<file path="src/hdl/uevf_params.svh">
// Offsets, field positions, reset values and timing for the UART event
// flag and shortcut block. Included by the package users only.
`ifndef UEVF_PARAMS_SVH
`define UEVF_PARAMS_SVH

// Register byte offsets
`define UEVF_OFS_CTS_ACT      12'h100
`define UEVF_OFS_CTS_REL      12'h104
`define UEVF_OFS_RX_READY     12'h108
`define UEVF_OFS_TX_SENT      12'h11C
`define UEVF_OFS_ERROR        12'h124
`define UEVF_OFS_RX_TIMEOUT   12'h144
`define UEVF_OFS_SHORTCUTS    12'h200
`define UEVF_OFS_INT_SET      12'h304
`define UEVF_OFS_INT_CLR      12'h308
`define UEVF_OFS_INT_STATUS   12'h30C
`define UEVF_OFS_INT_PEND     12'h310

// Event bit positions in the enable and status layout
`define UEVF_EV_CTS_ACT       0
`define UEVF_EV_CTS_REL       1
`define UEVF_EV_RX_READY      2
`define UEVF_EV_TX_SENT       3
`define UEVF_EV_ERROR         4
`define UEVF_EV_RX_TIMEOUT    5
`define UEVF_NUM_EVENTS       6

// Shortcut bit positions
`define UEVF_SC_START_BIT     0
`define UEVF_SC_STOP_BIT      1

// Reset values
`define UEVF_RST_EVENTS       6'h00
`define UEVF_RST_SHORTCUTS    2'h0
`define UEVF_RST_ENABLES      6'h00
`define UEVF_RST_CTS_LEVEL    1'h1

// Cycles the slave spends in its wait phase; waitrequest stays high one cycle more
`define UEVF_WAIT_CYCLES      1

`endif

</file>
<file path="src/hdl/uevf_pkg.sv">
// Types of the UART event flag and shortcut block.
// Assumes the params header is compiled alongside.
package uevf_pkg;

	// Bus slave phases
	typedef enum logic [1:0] {
		UEVF_IDLE,
		UEVF_WAIT,
		UEVF_DONE
	} uevf_bus_state_t;

	// One Avalon request, as presented on the bus
	typedef struct packed {
		logic [11:0] addr;
		logic        rd;
		logic        wr;
		logic [31:0] wdata;
	} uevf_req_t;

	// Hardware event pulses from the UART core
	typedef struct packed {
		logic rx_timeout;
		logic error;
		logic tx_sent;
		logic rx_ready;
	} uevf_core_ev_t;

	// Tasks issued to the receiver
	typedef struct packed {
		logic stop;
		logic start;
	} uevf_tasks_t;

endpackage

</file>
<file path="src/hdl/uevf_edge.sv">
// Edge detector for the clear-to-send level.
// Assumes the level is already synchronous to clk_sys.
`timescale 1ns/1ps
`include "uevf_params.svh"

module uevf_edge
	import uevf_pkg::*;
(
	// Clock and reset
	input  wire logic clk_sys,
	input  wire logic rstn,
	// Level in, edges out
	input  wire logic level_n,
	output logic      fell,
	output logic      rose
);

	logic last_q;
	logic last_d;

	// Next sampled level
	always_comb begin
		last_d = level_n;
	end

	// Line idles released, so no edge at reset
	always_ff @(posedge clk_sys or negedge rstn) begin
		if (!rstn) begin
			last_q <= `UEVF_RST_CTS_LEVEL;
		end else begin
			last_q <= last_d;
		end
	end

	// Edge terms
	assign fell = last_q & ~level_n;
	assign rose = ~last_q & level_n;

endmodule // uevf_edge

</file>
<file path="src/hdl/uevf_top.sv">
// Event flags, interrupt enables and event-to-task shortcuts of a UART.
// Assumes core event inputs are one-cycle pulses synchronous to clk_sys
// and an Avalon-MM master that holds its request during waitrequest.
`timescale 1ns/1ps
`include "uevf_params.svh"

// Notes on behaviour
// - CTS falling sets active flag at 0x100
// - CTS rising sets released flag at 0x104
// - Received character sets ready flag 0x108
// - Shortcut bit 0: CTS active starts receiver
// - Shortcut bit 1: CTS release stops receiver
// - Shortcut register at 0x200, resets zero
// - Enable set/clear registers read enable state
module uevf_top
	import uevf_pkg::*;
#(
	parameter int WAIT_CYCLES = `UEVF_WAIT_CYCLES
) (
	// Clock and reset
	input  wire logic        clk_sys,
	input  wire logic        rstn,
	// Avalon-MM slave
	input  wire logic [11:0] avs_address,
	input  wire logic        avs_read,
	input  wire logic        avs_write,
	input  wire logic [31:0] avs_writedata,
	output logic      [31:0] avs_readdata,
	output logic             avs_waitrequest,
	// Clear-to-send pin, active low
	input  wire logic        cts_n,
	// Event pulses from the UART core
	input  wire logic        rx_char_ready,
	input  wire logic        tx_char_sent,
	input  wire logic        rx_error,
	input  wire logic        rx_timed_out,
	// Receiver tasks and interrupt
	output logic             receiver_start_task,
	output logic             receiver_stop_task,
	output logic             irq
);

	localparam int NEV = `UEVF_NUM_EVENTS;

	// Refuse wait counts that the 4-bit counter cannot serve
	if (WAIT_CYCLES < 1 || WAIT_CYCLES > 15) begin : g_bad_wait
		$error("WAIT_CYCLES must be 1 to 15");
	end

	// Map a byte offset to an event index, or NEV when not a flag
	function automatic int ev_index(input logic [11:0] a);
		if (a == `UEVF_OFS_CTS_ACT) return `UEVF_EV_CTS_ACT;
		else if (a == `UEVF_OFS_CTS_REL) return `UEVF_EV_CTS_REL;
		else if (a == `UEVF_OFS_RX_READY) return `UEVF_EV_RX_READY;
		else if (a == `UEVF_OFS_TX_SENT) return `UEVF_EV_TX_SENT;
		else if (a == `UEVF_OFS_ERROR) return `UEVF_EV_ERROR;
		else if (a == `UEVF_OFS_RX_TIMEOUT) return `UEVF_EV_RX_TIMEOUT;
		else return NEV;
	endfunction

	// State
	uevf_bus_state_t   st_q, st_d;
	logic [3:0]        cnt_q, cnt_d;
	logic [31:0]       rdata_q, rdata_d;
	logic              wait_q, wait_d;
	logic [NEV-1:0]    flags_q, flags_d;
	logic [NEV-1:0]    inten_q, inten_d;
	logic [1:0]        short_q, short_d;
	uevf_tasks_t       task_q, task_d;
	logic              irq_q, irq_d;
	logic              cts_fell, cts_rose;
	logic [NEV-1:0]    ev_set;
	uevf_req_t         req;
	logic              commit;

	// Clear-to-send edges
	uevf_edge u_edge (
		.clk_sys (clk_sys),
		.rstn    (rstn),
		.level_n (cts_n),
		.fell    (cts_fell),
		.rose    (cts_rose)
	);

	// Gather incoming events
	always_comb begin
		ev_set = '0;
		ev_set[`UEVF_EV_CTS_ACT] = cts_fell;
		ev_set[`UEVF_EV_CTS_REL] = cts_rose;
		ev_set[`UEVF_EV_RX_READY] = rx_char_ready;
		ev_set[`UEVF_EV_TX_SENT] = tx_char_sent;
		ev_set[`UEVF_EV_ERROR] = rx_error;
		ev_set[`UEVF_EV_RX_TIMEOUT] = rx_timed_out;
	end

	// Bus request view
	always_comb begin
		req.addr = avs_address;
		req.rd = avs_read;
		req.wr = avs_write;
		req.wdata = avs_writedata;
	end

	// Bus slave sequencing: waits WAIT_CYCLES, then answers one cycle
	always_comb begin
		st_d = st_q;
		cnt_d = cnt_q;
		commit = 1'b0;
		case (st_q)
			UEVF_IDLE: begin
				if (req.rd || req.wr) begin
					st_d = UEVF_WAIT;
					cnt_d = 4'h1;
				end
			end
			UEVF_WAIT: begin
				if (cnt_q >= WAIT_CYCLES[3:0]) begin
					st_d = UEVF_DONE;
					commit = 1'b1;
				end else begin
					cnt_d = cnt_q + 4'h1;
				end
			end
			UEVF_DONE: begin
				st_d = UEVF_IDLE;
			end
			default: begin
				st_d = UEVF_IDLE;
			end
		endcase
		// Waitrequest drops only in the answer cycle
		wait_d = ~commit;
	end

	// Register file next values and read mux
	always_comb begin
		int idx;
		idx = ev_index(req.addr);
		flags_d = flags_q;
		inten_d = inten_q;
		short_d = short_q;
		rdata_d = rdata_q;
		if (commit && req.wr) begin
			if (idx < NEV) begin
				// Software writes 0 to clear, 1 to set
				flags_d[idx] = req.wdata[0];
			end else if (req.addr == `UEVF_OFS_SHORTCUTS) begin
				short_d = req.wdata[1:0];
			end else if (req.addr == `UEVF_OFS_INT_SET) begin
				inten_d = inten_q | req.wdata[NEV-1:0];
			end else if (req.addr == `UEVF_OFS_INT_CLR) begin
				inten_d = inten_q & ~req.wdata[NEV-1:0];
			end
		end
		flags_d = flags_d | ev_set;
		if (commit && req.rd) begin
			rdata_d = 32'h0000_0000;
			if (idx < NEV) begin
				rdata_d[0] = flags_q[idx];
			end else if (req.addr == `UEVF_OFS_SHORTCUTS) begin
				rdata_d[1:0] = short_q;
			end else if (req.addr == `UEVF_OFS_INT_SET
				|| req.addr == `UEVF_OFS_INT_CLR) begin
				rdata_d[NEV-1:0] = inten_q;
			end else if (req.addr == `UEVF_OFS_INT_STATUS) begin
				rdata_d[NEV-1:0] = flags_q;
			end else if (req.addr == `UEVF_OFS_INT_PEND) begin
				rdata_d[NEV-1:0] = flags_q & inten_q;
			end
		end
	end

	// Shortcut tasks and interrupt
	always_comb begin
		task_d.start = short_q[`UEVF_SC_START_BIT] & cts_fell;
		task_d.stop = short_q[`UEVF_SC_STOP_BIT] & cts_rose;
		irq_d = |(flags_d & inten_d);
	end

	// Registers
	always_ff @(posedge clk_sys or negedge rstn) begin
		if (!rstn) begin
			st_q <= UEVF_IDLE;
			cnt_q <= 4'h0;
			rdata_q <= 32'h0000_0000;
			wait_q <= 1'b1;
			flags_q <= `UEVF_RST_EVENTS;
			inten_q <= `UEVF_RST_ENABLES;
			short_q <= `UEVF_RST_SHORTCUTS;
			task_q <= '0;
			irq_q <= 1'b0;
		end else begin
			st_q <= st_d;
			cnt_q <= cnt_d;
			rdata_q <= rdata_d;
			wait_q <= wait_d;
			flags_q <= flags_d;
			inten_q <= inten_d;
			short_q <= short_d;
			task_q <= task_d;
			irq_q <= irq_d;
		end
	end

	assign avs_readdata = rdata_q;
	assign avs_waitrequest = wait_q;
	assign receiver_start_task = task_q.start;
	assign receiver_stop_task = task_q.stop;
	assign irq = irq_q;
endmodule // uevf_top

</file>
<file path="config.mk">
export PLATFORM = sky130hd
export DESIGN_NAME = uevf_top
export DESIGN_NICKNAME = d
export VERILOG_FILES = /design/src/hdl/uevf_pkg.sv /design/src/hdl/uevf_edge.sv /design/src/hdl/uevf_top.sv
export VERILOG_INCLUDE_DIRS = /design/src /design/src/hdl
export SDC_FILE = /design/constraint.sdc
export NUM_CORES = 1
export LEC_CHECK = 0
export BUFFER_PORTS_ARGS = -buffer_cell sky130_fd_sc_hd__buf_2
export CAP_MARGIN = 20
export CELL_PAD_IN_SITES_DETAIL_PLACEMENT = 2
export CELL_PAD_IN_SITES_GLOBAL_PLACEMENT = 2
export CORE_MARGIN = 4
export CORE_UTILIZATION = 28
export CTS_BUF_LIST = sky130_fd_sc_hd__clkbuf_8
export DETAILED_ROUTE_END_ITERATION = 16
export GPL_ROUTABILITY_DRIVEN = 0
export PLACE_DENSITY = 0.81
export SYNTH_ARGS = -nofsm -noshare
export SYNTH_HDL_FRONTEND = slang
export SYNTH_SLANG_ARGS = --single-unit
export TNS_END_PERCENT = 10
</file>
<file path="constraint.sdc">
create_clock -name clk_sys -period 2.5 [get_ports clk_sys]
set_input_delay 0 -clock clk_sys [delete_from_list [all_inputs] [get_ports clk_sys]]
set_output_delay 0 -clock clk_sys [all_outputs]
set_load 0.01 [all_outputs]
</file>
**After elaboration in Yosys (flattened, before gate mapping)**

Index checks and enable logic that the tools add are counted.

- Output and inout port bits: 36
- Bits of input ports: 53
- Memories: 0
- Bits in latches: 0
- ROM bits: 0
- Logic and storage cells: 90
- Memory bits (writable): 0
- Register bits: 31

- Reductions and logical operators: 11
- Bitwise operators: 14
- Div/mod/pow operators: 0
- Add/sub/neg operators: 1
- Order comparisons: 4
- Shift operators: 0
- Mux-type cells: 34
- Equality and inequality tests: 15
- Multiply operators: 0

Operator list:

| cell | number |
|---|---|
| $eq A12 B9 Y1 const B | 6 |
| $eq A12 B10 Y1 const B | 5 |
| $mux W6 | 10 |
| $ge A32 B1 Y1 const B | 1 |
| $lt A32 B4 Y1 const B | 1 |
| $lt A32 B5 Y1 const B | 1 |
| $and A6 B6 Y6 | 3 |
| $mux W3 | 4 |
| $mux W4 | 3 |
| $or A6 B6 Y6 | 2 |
| $mux W2 | 5 |
| $pmux W4 S2 | 1 |
| $bwmux W6 | 1 |
| $mux W1 | 6 |
| $ne A2 B2 Y1 const B | 3 |
| $not A6 Y6 | 1 |
| $reduce_and A3 Y1 | 2 |
| $reduce_or A6 Y1 | 1 |
| $mux W5 | 1 |
| $add A4 B1 Y4 const B | 1 |
| $and A1 B1 Y1 | 4 |
| $ge A4 B1 Y1 const B | 1 |
| $not A1 Y1 | 4 |
| $pmux W2 S2 | 1 |
| other kinds (8) | 11 |

**Longest topological paths before layout**

Gate-level depths: netlist (run 1).

- Word-level depth: 17
- Gate-level depth with buffers: 8
- Gate-level depth less buffers: 8

**Modules after synthesis**

From an unflattened synthesis (run 1), not the netlist that was laid out.

- Cell total of the unflattened synthesis: 228
- Area total of the unflattened synthesis: 2139.6 sq um

Modules (own cells, without submodules):

| module | seq. area each (sq um) | cells an instance | instances | area an instance (sq um) |
|---|---|---|---|---|
| uevf_top | 752.0 | 225 | 1 | 2098.3 |
| uevf_edge | 26.3 | 3 | 1 | 41.3 |

**Worst setup path before layout (run 1)**

No wires, ideal clock.

- Kind: register to register
- Start point: register cnt_q[0]
- End point: register irq_q, in the netlist irq
- Clock period less this slack: 1983 ps
- Setup time: 133 ps
- Slack: 517 ps
- Cell stages (with the launch flop): 8
- Required time: 2367 ps
- Path buffers: 0
- Arrival: 1851 ps
- Path through: dfrtp_1 ha_1 nor4b_4 nor3_1 and4_1 a211o_1 a22oi_1 nand4_1

- Cells in the longest elaborated chain, start to end: 8
- Elaborated cells on any way between the ends: 9
- Classes of those cells: order compare (1); mux (4); bitwise (2); reduce/logical (2)

RTL lines:

| what | RTL line | source |
|---|---|---|
| start, declared | uevf_top.sv:63 | `logic [3:0] cnt_q, cnt_d;` |
| start signal, assigned | uevf_top.sv:194 | `cnt_q <= cnt_d;` |
| $ge A4 B1 Y1 | uevf_top.sv:117 | `if (cnt_q >= WAIT_CYCLES[3:0]) begin` |
| $mux W1 | uevf_top.sv:117 |  |
| $mux W1 | uevf_top.sv:109 | `case (st_q)` |
| $logic_and A1 B1 Y1 | uevf_top.sv:143 | `if (commit && req.wr) begin` |
| $mux W6 | uevf_top.sv:143 |  |
| $or A6 B6 Y6 | uevf_top.sv:155 | `flags_d = flags_d \| ev_set;` |
| named net flags_d[3] | uevf_top.sv:66 | `logic [NEV-1:0] flags_q, flags_d;` |
| $and A6 B6 Y6 | uevf_top.sv:177 | `irq_d = \|(flags_d & inten_d);` |
| $reduce_or A6 Y1 | uevf_top.sv:177 |  |
| named net irq_d | uevf_top.sv:70 | `logic irq_q, irq_d;` |
| end signal, assigned | uevf_top.sv:201 | `irq_q <= irq_d;` |
| end, declared | uevf_top.sv:70 |  |

The timed path passes the listed nets, and every way through them passes these cells.
A chain may end at the register's enable or synchronous reset.

**Worst setup path in the final report (run 1)**

Same ends and word-level chain as after synthesis.

==> reports/qor.csv, run 1 <==
metric,value,unit
outcome,"finished, final reports clean",
Worst-Skew Late Latency,0.28,ns
reg-to-reg endpoint,irq$_DFF_PN0_,
DR pass1 iterations,4,
WP data arrival,2.48,ns
dominant synthesized flop cell,dfrtp_1,
Peak VDD IR,323,uV
total CTS buffers,5,
Crit Path Max Fanout,8,
top cell type's share of synthesized area,36.6,%
routed via count,1718,
min cycle time layout,2.34,ns
Detailed Place HPWL,4670,um
actual slew at the worst max-slew pin,0.694,ns
Hold Crit Depth,2,
Logic pwr share,18.9,%
CTS Sinks,31,
DR WL/cell,16.9,um
asr flop ratio synth,100,%
Crit. Startpoint,cnt_q[0]$_DFFE_PN0P_,
CTS H-tree lvls,2,
# diodes,0,
Syn Inst Count,210,
clk buf depth,2,
fin worst setup slack,0.159,ns
netlist area before placement,0.00198,mm2
post-synthesis sequential area ratio,39.2,%
Clock power frac,38.4,%
worst r2r path cells,7,
Worst-path clk slew,0.07,ns
# nets final,312,
FP Rows,30,
Switching Fraction,29.4,%
Initial DRC Count,64,
end of the critical path,irq$_DFF_PN0_,
CTS tree,built,
setup violators final,0,
commonest cells in the netlist,"dfrtp_1, buf_4, nand2_1",
first-pass GRT wire length,9780,um
ranking of synthesized cells by area,"dfrtp_1, buf_4, a22o_1",
Worst path slowest cell,nor4b_4,
NetSw,0.000395,W
Max Clock Skew,0.00550,ns
# port buffers,36,
fillers,825,
post-CTS sizing,0,
count of different cell masters after synthesis,51,
"EDFF count, synth",0,
largest net degree at the start of global routing,32,
antenna violations before repair,0,
post-route ant nets,0,
yosys warns,0,
Pwr Density,571,mW/mm2
Crit. End Element,register,
relative slew slack,53.7,%
"Area growth, synth to finish",18.9,%
layout cells sized above 1,22.2,%
final worst-path cycle share,93.6,%
leading area contributor after synthesis,dfrtp_1,
"Hold Violations, Final",0,
Setup Crit Path Kind,register to register,
Via density,4.87,
Max-Cap Viols,0,
Seq pwr share,42.8,%
CTS Root Buffer Type,clkbuf_8,
area of the core,0.00683,mm2
Die ar.,0.00849,mm2
Starting Density,29.0,%
Critical Path Max Stage Delay,0.48,ns
Int Power,0.000950,W
worst r2r src,cnt_q[0]$_DFFE_PN0P_,
"Data required, critical path",2.64,ns
drc violations,0,
Chip Width,92.2,um
Die H,92.2,um
Pins Over Slew Limit,0,
Min-Delay Path Class,input pin to register,
synthesized area per cell,9.44,um2
vias in the first global route,1890,
Reg2Reg Setup Slack,0.16,ns
DRT Wirelength,5980,um
dpl ws,0.178,ns
RSZ-0062 raised after global routing,false,
most frequent cell after synthesis,dfrtp_1,
Worst setup SP type,register,
setup tns final,0,ns
final global-route overflow total,0,
"Critical Path, Cell by Cell","ha_1, nor4b_4, nor3_1, and4_1, a211o_1, a22oi_1, nand4_1",
fmax,0.427,GHz
GR Util All Layers,14.5,%
io pins,89,
Pleak,1.06,nW
Yosys reg bits,31,
## power groups by stage
stage / Combinational, W / Clock [W] / Sequential, W
finish: 0.000254 / 0.000516 / 0.000575
global route: 0.000286 / 0.000550 / 0.000581
CTS: 0.000257 / 0.000525 / 0.000575
detailed placement: 0.000248 / 0 / 0.000584
global placement: 0.000238 / 0 / 0.000582
floorplan: 0.000162 / 0 / 0.000584
## worst max-delay path: cells and delay by family (launching register included)
family	cells	cell delay [ns]
and+or+nand+nor	4	1.02
adders and majority gates	1	0.26
DFF	1	0.43
AOI/OAI and AO/OA	2	0.49
## placed cells by master, fill, tap and decap left out, types with 6 or more instances in the layout
cell           count
dfrtp_1           29
nand3_1            9
o21ai_0           10
inv_1              7
nor2_1            15
nand2_1           17
buf_2             36
o21ai_1            6
clkbuf_8           6
a22o_1             9
conb_1            26
dlygate4sd3_1      6
## cell families (layout without fill, tap and decap cells)
logic type / count (synthesis) / in the layout / share of synthesized area (%)
compound gates: 49 / 49 / 17.5
xor+xnor: 3 / 3 / 1.33
fa+ha+maj: 3 / 3 / 1.89
buf+inv: 37 / 59 / 12.1
flops: 31 / 31 / 39.2
mux: 3 / 3 / 1.64
other cells: 1 / 26 / 0.189
simple gates: 83 / 83 / 26.2
## routing by layer
metal	up-vias	global-route usage, %	wire (um)
li1	807	-	-
met1	852	18.3	2750
met2	54	25.7	2920
met3	5	2.05	238
met4	0	4.08	66
met5	-	0	0
## stage by stage
stage	hold slack, ns	util [%]	power (W)	cell area, um2	instances
floorplan	-0.296	-	0.000745	2080	235
global placement	0.0882	31.9	0.000821	2180	339
global route	0.0169	34.5	0.00142	2360	353
finish	0.0148	34.5	0.00135	2360	353
detailed placement	0.103	31.9	0.000832	2180	339
CTS	0.00424	34.5	0.00136	2360	353
## what timing repair did
action,in CTS,in global routing
setup endpoints to repair,0,0
setup buffers,0,0
hold endpoints to repair,34,0
hold buffers,6,0
## sequential cells by signal, indices dropped and copies added, names as in the netlist
signal,count
avs_waitrequest,1
short_q,2
irq,1
st_q,2
flags_q,6
avs_readdata,6
inten_q,6
receiver_stop_task,1
receiver_start_task,1
u_edge.last_q,1
cnt_q,4
## area by class of cell
type / count / area (um2) / share of cell area, %
clock buffer: 6 / 82.6 / 3.50
clock inverter: 2 / 35.0 / 1.49
inverter: 7 / 26.3 / 1.11
multi-input combinational: 167 / 1060 / 45.0
sequential: 31 / 778 / 33.0
tap: 96 / 120 / 5.10
timing repair buffer: 44 / 255 / 10.8
## how the worst min path moves through the flow
stage	from	endpoint	slack (ns)
2_1_floorplan	rstn	avs_readdata[0]$_DFFE_PN0P_	-0.30
5_1_grt	avs_writedata[4]	inten_q[4]$_DFF_PN0_	0.02
4_1_cts	avs_writedata[4]	inten_q[4]$_DFF_PN0_	0.004
6_report	avs_writedata[4]	inten_q[4]$_DFF_PN0_	0.01
3_5_place_dp	rstn	receiver_stop_task$_DFF_PN0_	0.10
3_3_place_gp	rstn	receiver_stop_task$_DFF_PN0_	0.09
(Power assumes the default switching activity.)
==> run 2: changes to the inputs <==
ABC_AREA = 1   (was default)
CORE_UTILIZATION = 27   (was 28)
PLACE_DENSITY = 0.8   (was 0.81)
==> reports/qor.csv, run 2 <==
metric,value,unit,change
outcome,"finished, final reports clean",,
Yosys reg bits,31,,unchanged
final core occ,32.2,%,-2.3 points
Worst-Skew Late Latency,0.29,ns,about the same
# diodes,0,,unchanged
synthesized area per cell,6.97,um2,-26%
worst r2r src,cnt_q[0]$_DFFE_PN0P_,,
setup violators final,0,,unchanged
clk buf depth,2,,unchanged
Hold Crit Depth,3,,+1
multi-input logic area,0.00138,mm2,+30%
"EDFF count, synth",0,,unchanged
CTS Root Buffer Type,clkbuf_8,,
final global-route overflow total,0,,unchanged
setup tns final,0,ns,unchanged
fmax,0.499,GHz,+17%
Initial DRC Count,66,,+3.1%
Starting Density,28.2,%,-0.82 points
io pins,89,,unchanged
first-pass GRT wire length,13000,um,+33%
CTS H-tree lvls,2,,unchanged
post-route ant nets,0,,unchanged
Pleak,1.54,nW,+45%
Max Clock Skew,0.0114,ns,+0.00589 ns
# port buffers,36,,unchanged
FP Rows,34,,+13%
Total Power,0.00202,W,+50%
antenna violations before repair,0,,unchanged
ranking of synthesized cells by area,"dfrtp_1, nand2_1, buf_4",,
Worst setup SP type,register,,
most frequent cells in the layout,"nand2_1, inv_1, nand3_1",,
dominant synthesized flop cell,dfrtp_1,,
Peak VDD IR,193,uV,-40%
Die ar.,0.0108,mm2,+28%
"Hold Violations, Final",0,,unchanged
final worst-path cycle share,80.2,%,-13 points
final std cells w/o fill,512,,+45%
vias in the first global route,2595,,+37%
CTS Sinks,31,,unchanged
Setup Buffers After CTS,0,,unchanged
Chip Width,104,um,+13%
most frequent cell after synthesis,nand2_1,,
drc violations,0,,unchanged
layout cells sized above 1,22.0,%,-0.15 points
top cell type's share of synthesized area,29.1,%,-7.5 points
Seq. cell area,778,um2,unchanged
Setup Crit Path Kind,register to register,,
WP data arrival,2.19,ns,-0.29 ns
leading area contributor after synthesis,dfrtp_1,,
reg-to-reg endpoint,irq$_DFF_PN0_,,
RSZ-0062 raised after global routing,false,,
DR pass1 iterations,4,,unchanged
tightest hold margin,0.110,ns,+0.0950 ns
relative slew slack,51.7,%,-2.0 points
worst r2r path cells,12,,+5
Min-Delay Path Class,input pin to register,,
Via density,4.60,,-5.5%
Crit Path Max Fanout,18,,+10
CTS tree,built,,
"Data required, critical path",2.68,ns,+0.04 ns
Reg2Reg Setup Slack,0.49,ns,+0.34 ns
DR WL/cell,15.1,um,-11%
Crit. End Element,register,,
min cycle time layout,2.01,ns,-0.335 ns
netlist area before placement,0.00250,mm2,+26%
post-synthesis sequential area ratio,31.2,%,-8.1 points
DP Cell Count,497,,+47%
Syn Inst Count,358,,+70%
total CTS buffers,5,,unchanged
"Area growth, synth to finish",14.1,%,
GR Util All Layers,14.7,%,+0.17 points
yosys warns,0,,unchanged
asr flop ratio synth,100,%,unchanged
actual slew at the worst max-slew pin,0.724,ns,+0.0299 ns
routed via count,2355,,+37%
Detailed Place HPWL,6190,um,+33%
largest net degree at the start of global routing,32,,unchanged
count of different cell masters after synthesis,37,,-27%
Pins Over Slew Limit,0,,unchanged
area of the core,0.00885,mm2,+30%
commonest cells in the netlist,"nand2_1, inv_1, nand3_1",,
Worst Hold End,short_q[0]$_DFFE_PN0P_,,
"commonest non-fill, non-tap cell in the layout",nand2_1,,
Die H,104,um,+13%
Pwr Density,709,mW/mm2,+24%
Worst-path clk slew,0.07,ns,about the same
hold_sp,avs_writedata[0],,
# nets final,459,,+47%
Max-Cap Viols,0,,unchanged
DRT Wirelength,7740,um,+30%
fillers,1072,,+30%
run 2: changes by cell type after synthesis, sizes merged, moves of 5 or more:
cell / previous run / this run
nor3: 6 / 1
a22o: 9 / 0
nand3: 10 / 45
nor2: 15 / 49
inv: 7 / 49
nand2: 17 / 106
run 2: area by class of cell:
class                      instances  area share [%]
multi-input combinational        271            48.5
inverter                          50            6.72
sequential                        31            27.3
clock inverter                     1           0.264
timing repair buffer              44            9.05
clock buffer                       7            3.38
tap                              108            4.75
run 2: where the power goes:
part	switching, W	internal, W
combinational	0.000560	0.000281
sequential	0.000112	0.000616
clock	0.000200	0.000250
run 2: worst max-delay path by stage:
stage,startpoint,endpoint,slack [ns],depth (start not counted)
3_5_place_dp,cnt_q[0]$_DFFE_PN0P_,irq$_DFF_PN0_,0.50,12
6_report,cnt_q[0]$_DFFE_PN0P_,irq$_DFF_PN0_,0.49,12
3_3_place_gp,cnt_q[0]$_DFFE_PN0P_,irq$_DFF_PN0_,0.54,12
5_1_grt,cnt_q[1]$_DFFE_PN0P_,irq$_DFF_PN0_,0.28,13
2_1_floorplan,cnt_q[0]$_DFFE_PN0P_,irq$_DFF_PN0_,0.89,13
4_1_cts,cnt_q[1]$_DFFE_PN0P_,irq$_DFF_PN0_,0.47,13
run 2: repair_timing:
item	4_1_cts	5_1_grt
endpoints found under the hold margin	37	0
hold buffers	7	0
gates resized for setup	0	0
run 2: critical path, cell delays in order, from the launching register on:
cell     delay (ns)
dfrtp_1        0.40
inv_1          0.08
ha_1           0.20
nand3_1        0.14
nand2_4        0.10
nor2_8         0.27
inv_4          0.15
nand2_2        0.08
nand2_1        0.06
nor2_2         0.14
a21oi_2        0.06
nor2_1         0.13
nand2_1        0.06
run 2: logic make-up (layout without fill, tap and decap cells):
kind of cell	count (synthesis)	after routing	synth area share, %
compound gates	34	34	9.07
fa+ha+maj	3	3	1.50
buf+inv	81	102	17.2
flops	31	31	31.2
other cells	1	26	0.150
simple gates	208	208	40.9
run 2: per-layer routing:
layer / up-vias / track usage (%) / routed length (um)
met2: 44 / 26.5 / 3930
li1: 1158 / - / -
met4: 0 / 3.42 / 76
met1: 1146 / 18.4 / 3510
met5: - / 0 / 0
met3: 7 / 2.11 / 229
run 2: stage by stage:
step,area [um2],setup slack (ns)
floorplan,2590,0.892
detailed placement,2670,0.495
global route,2850,0.277
CTS,2850,0.466
global placement,2670,0.543
finish,2850,0.494
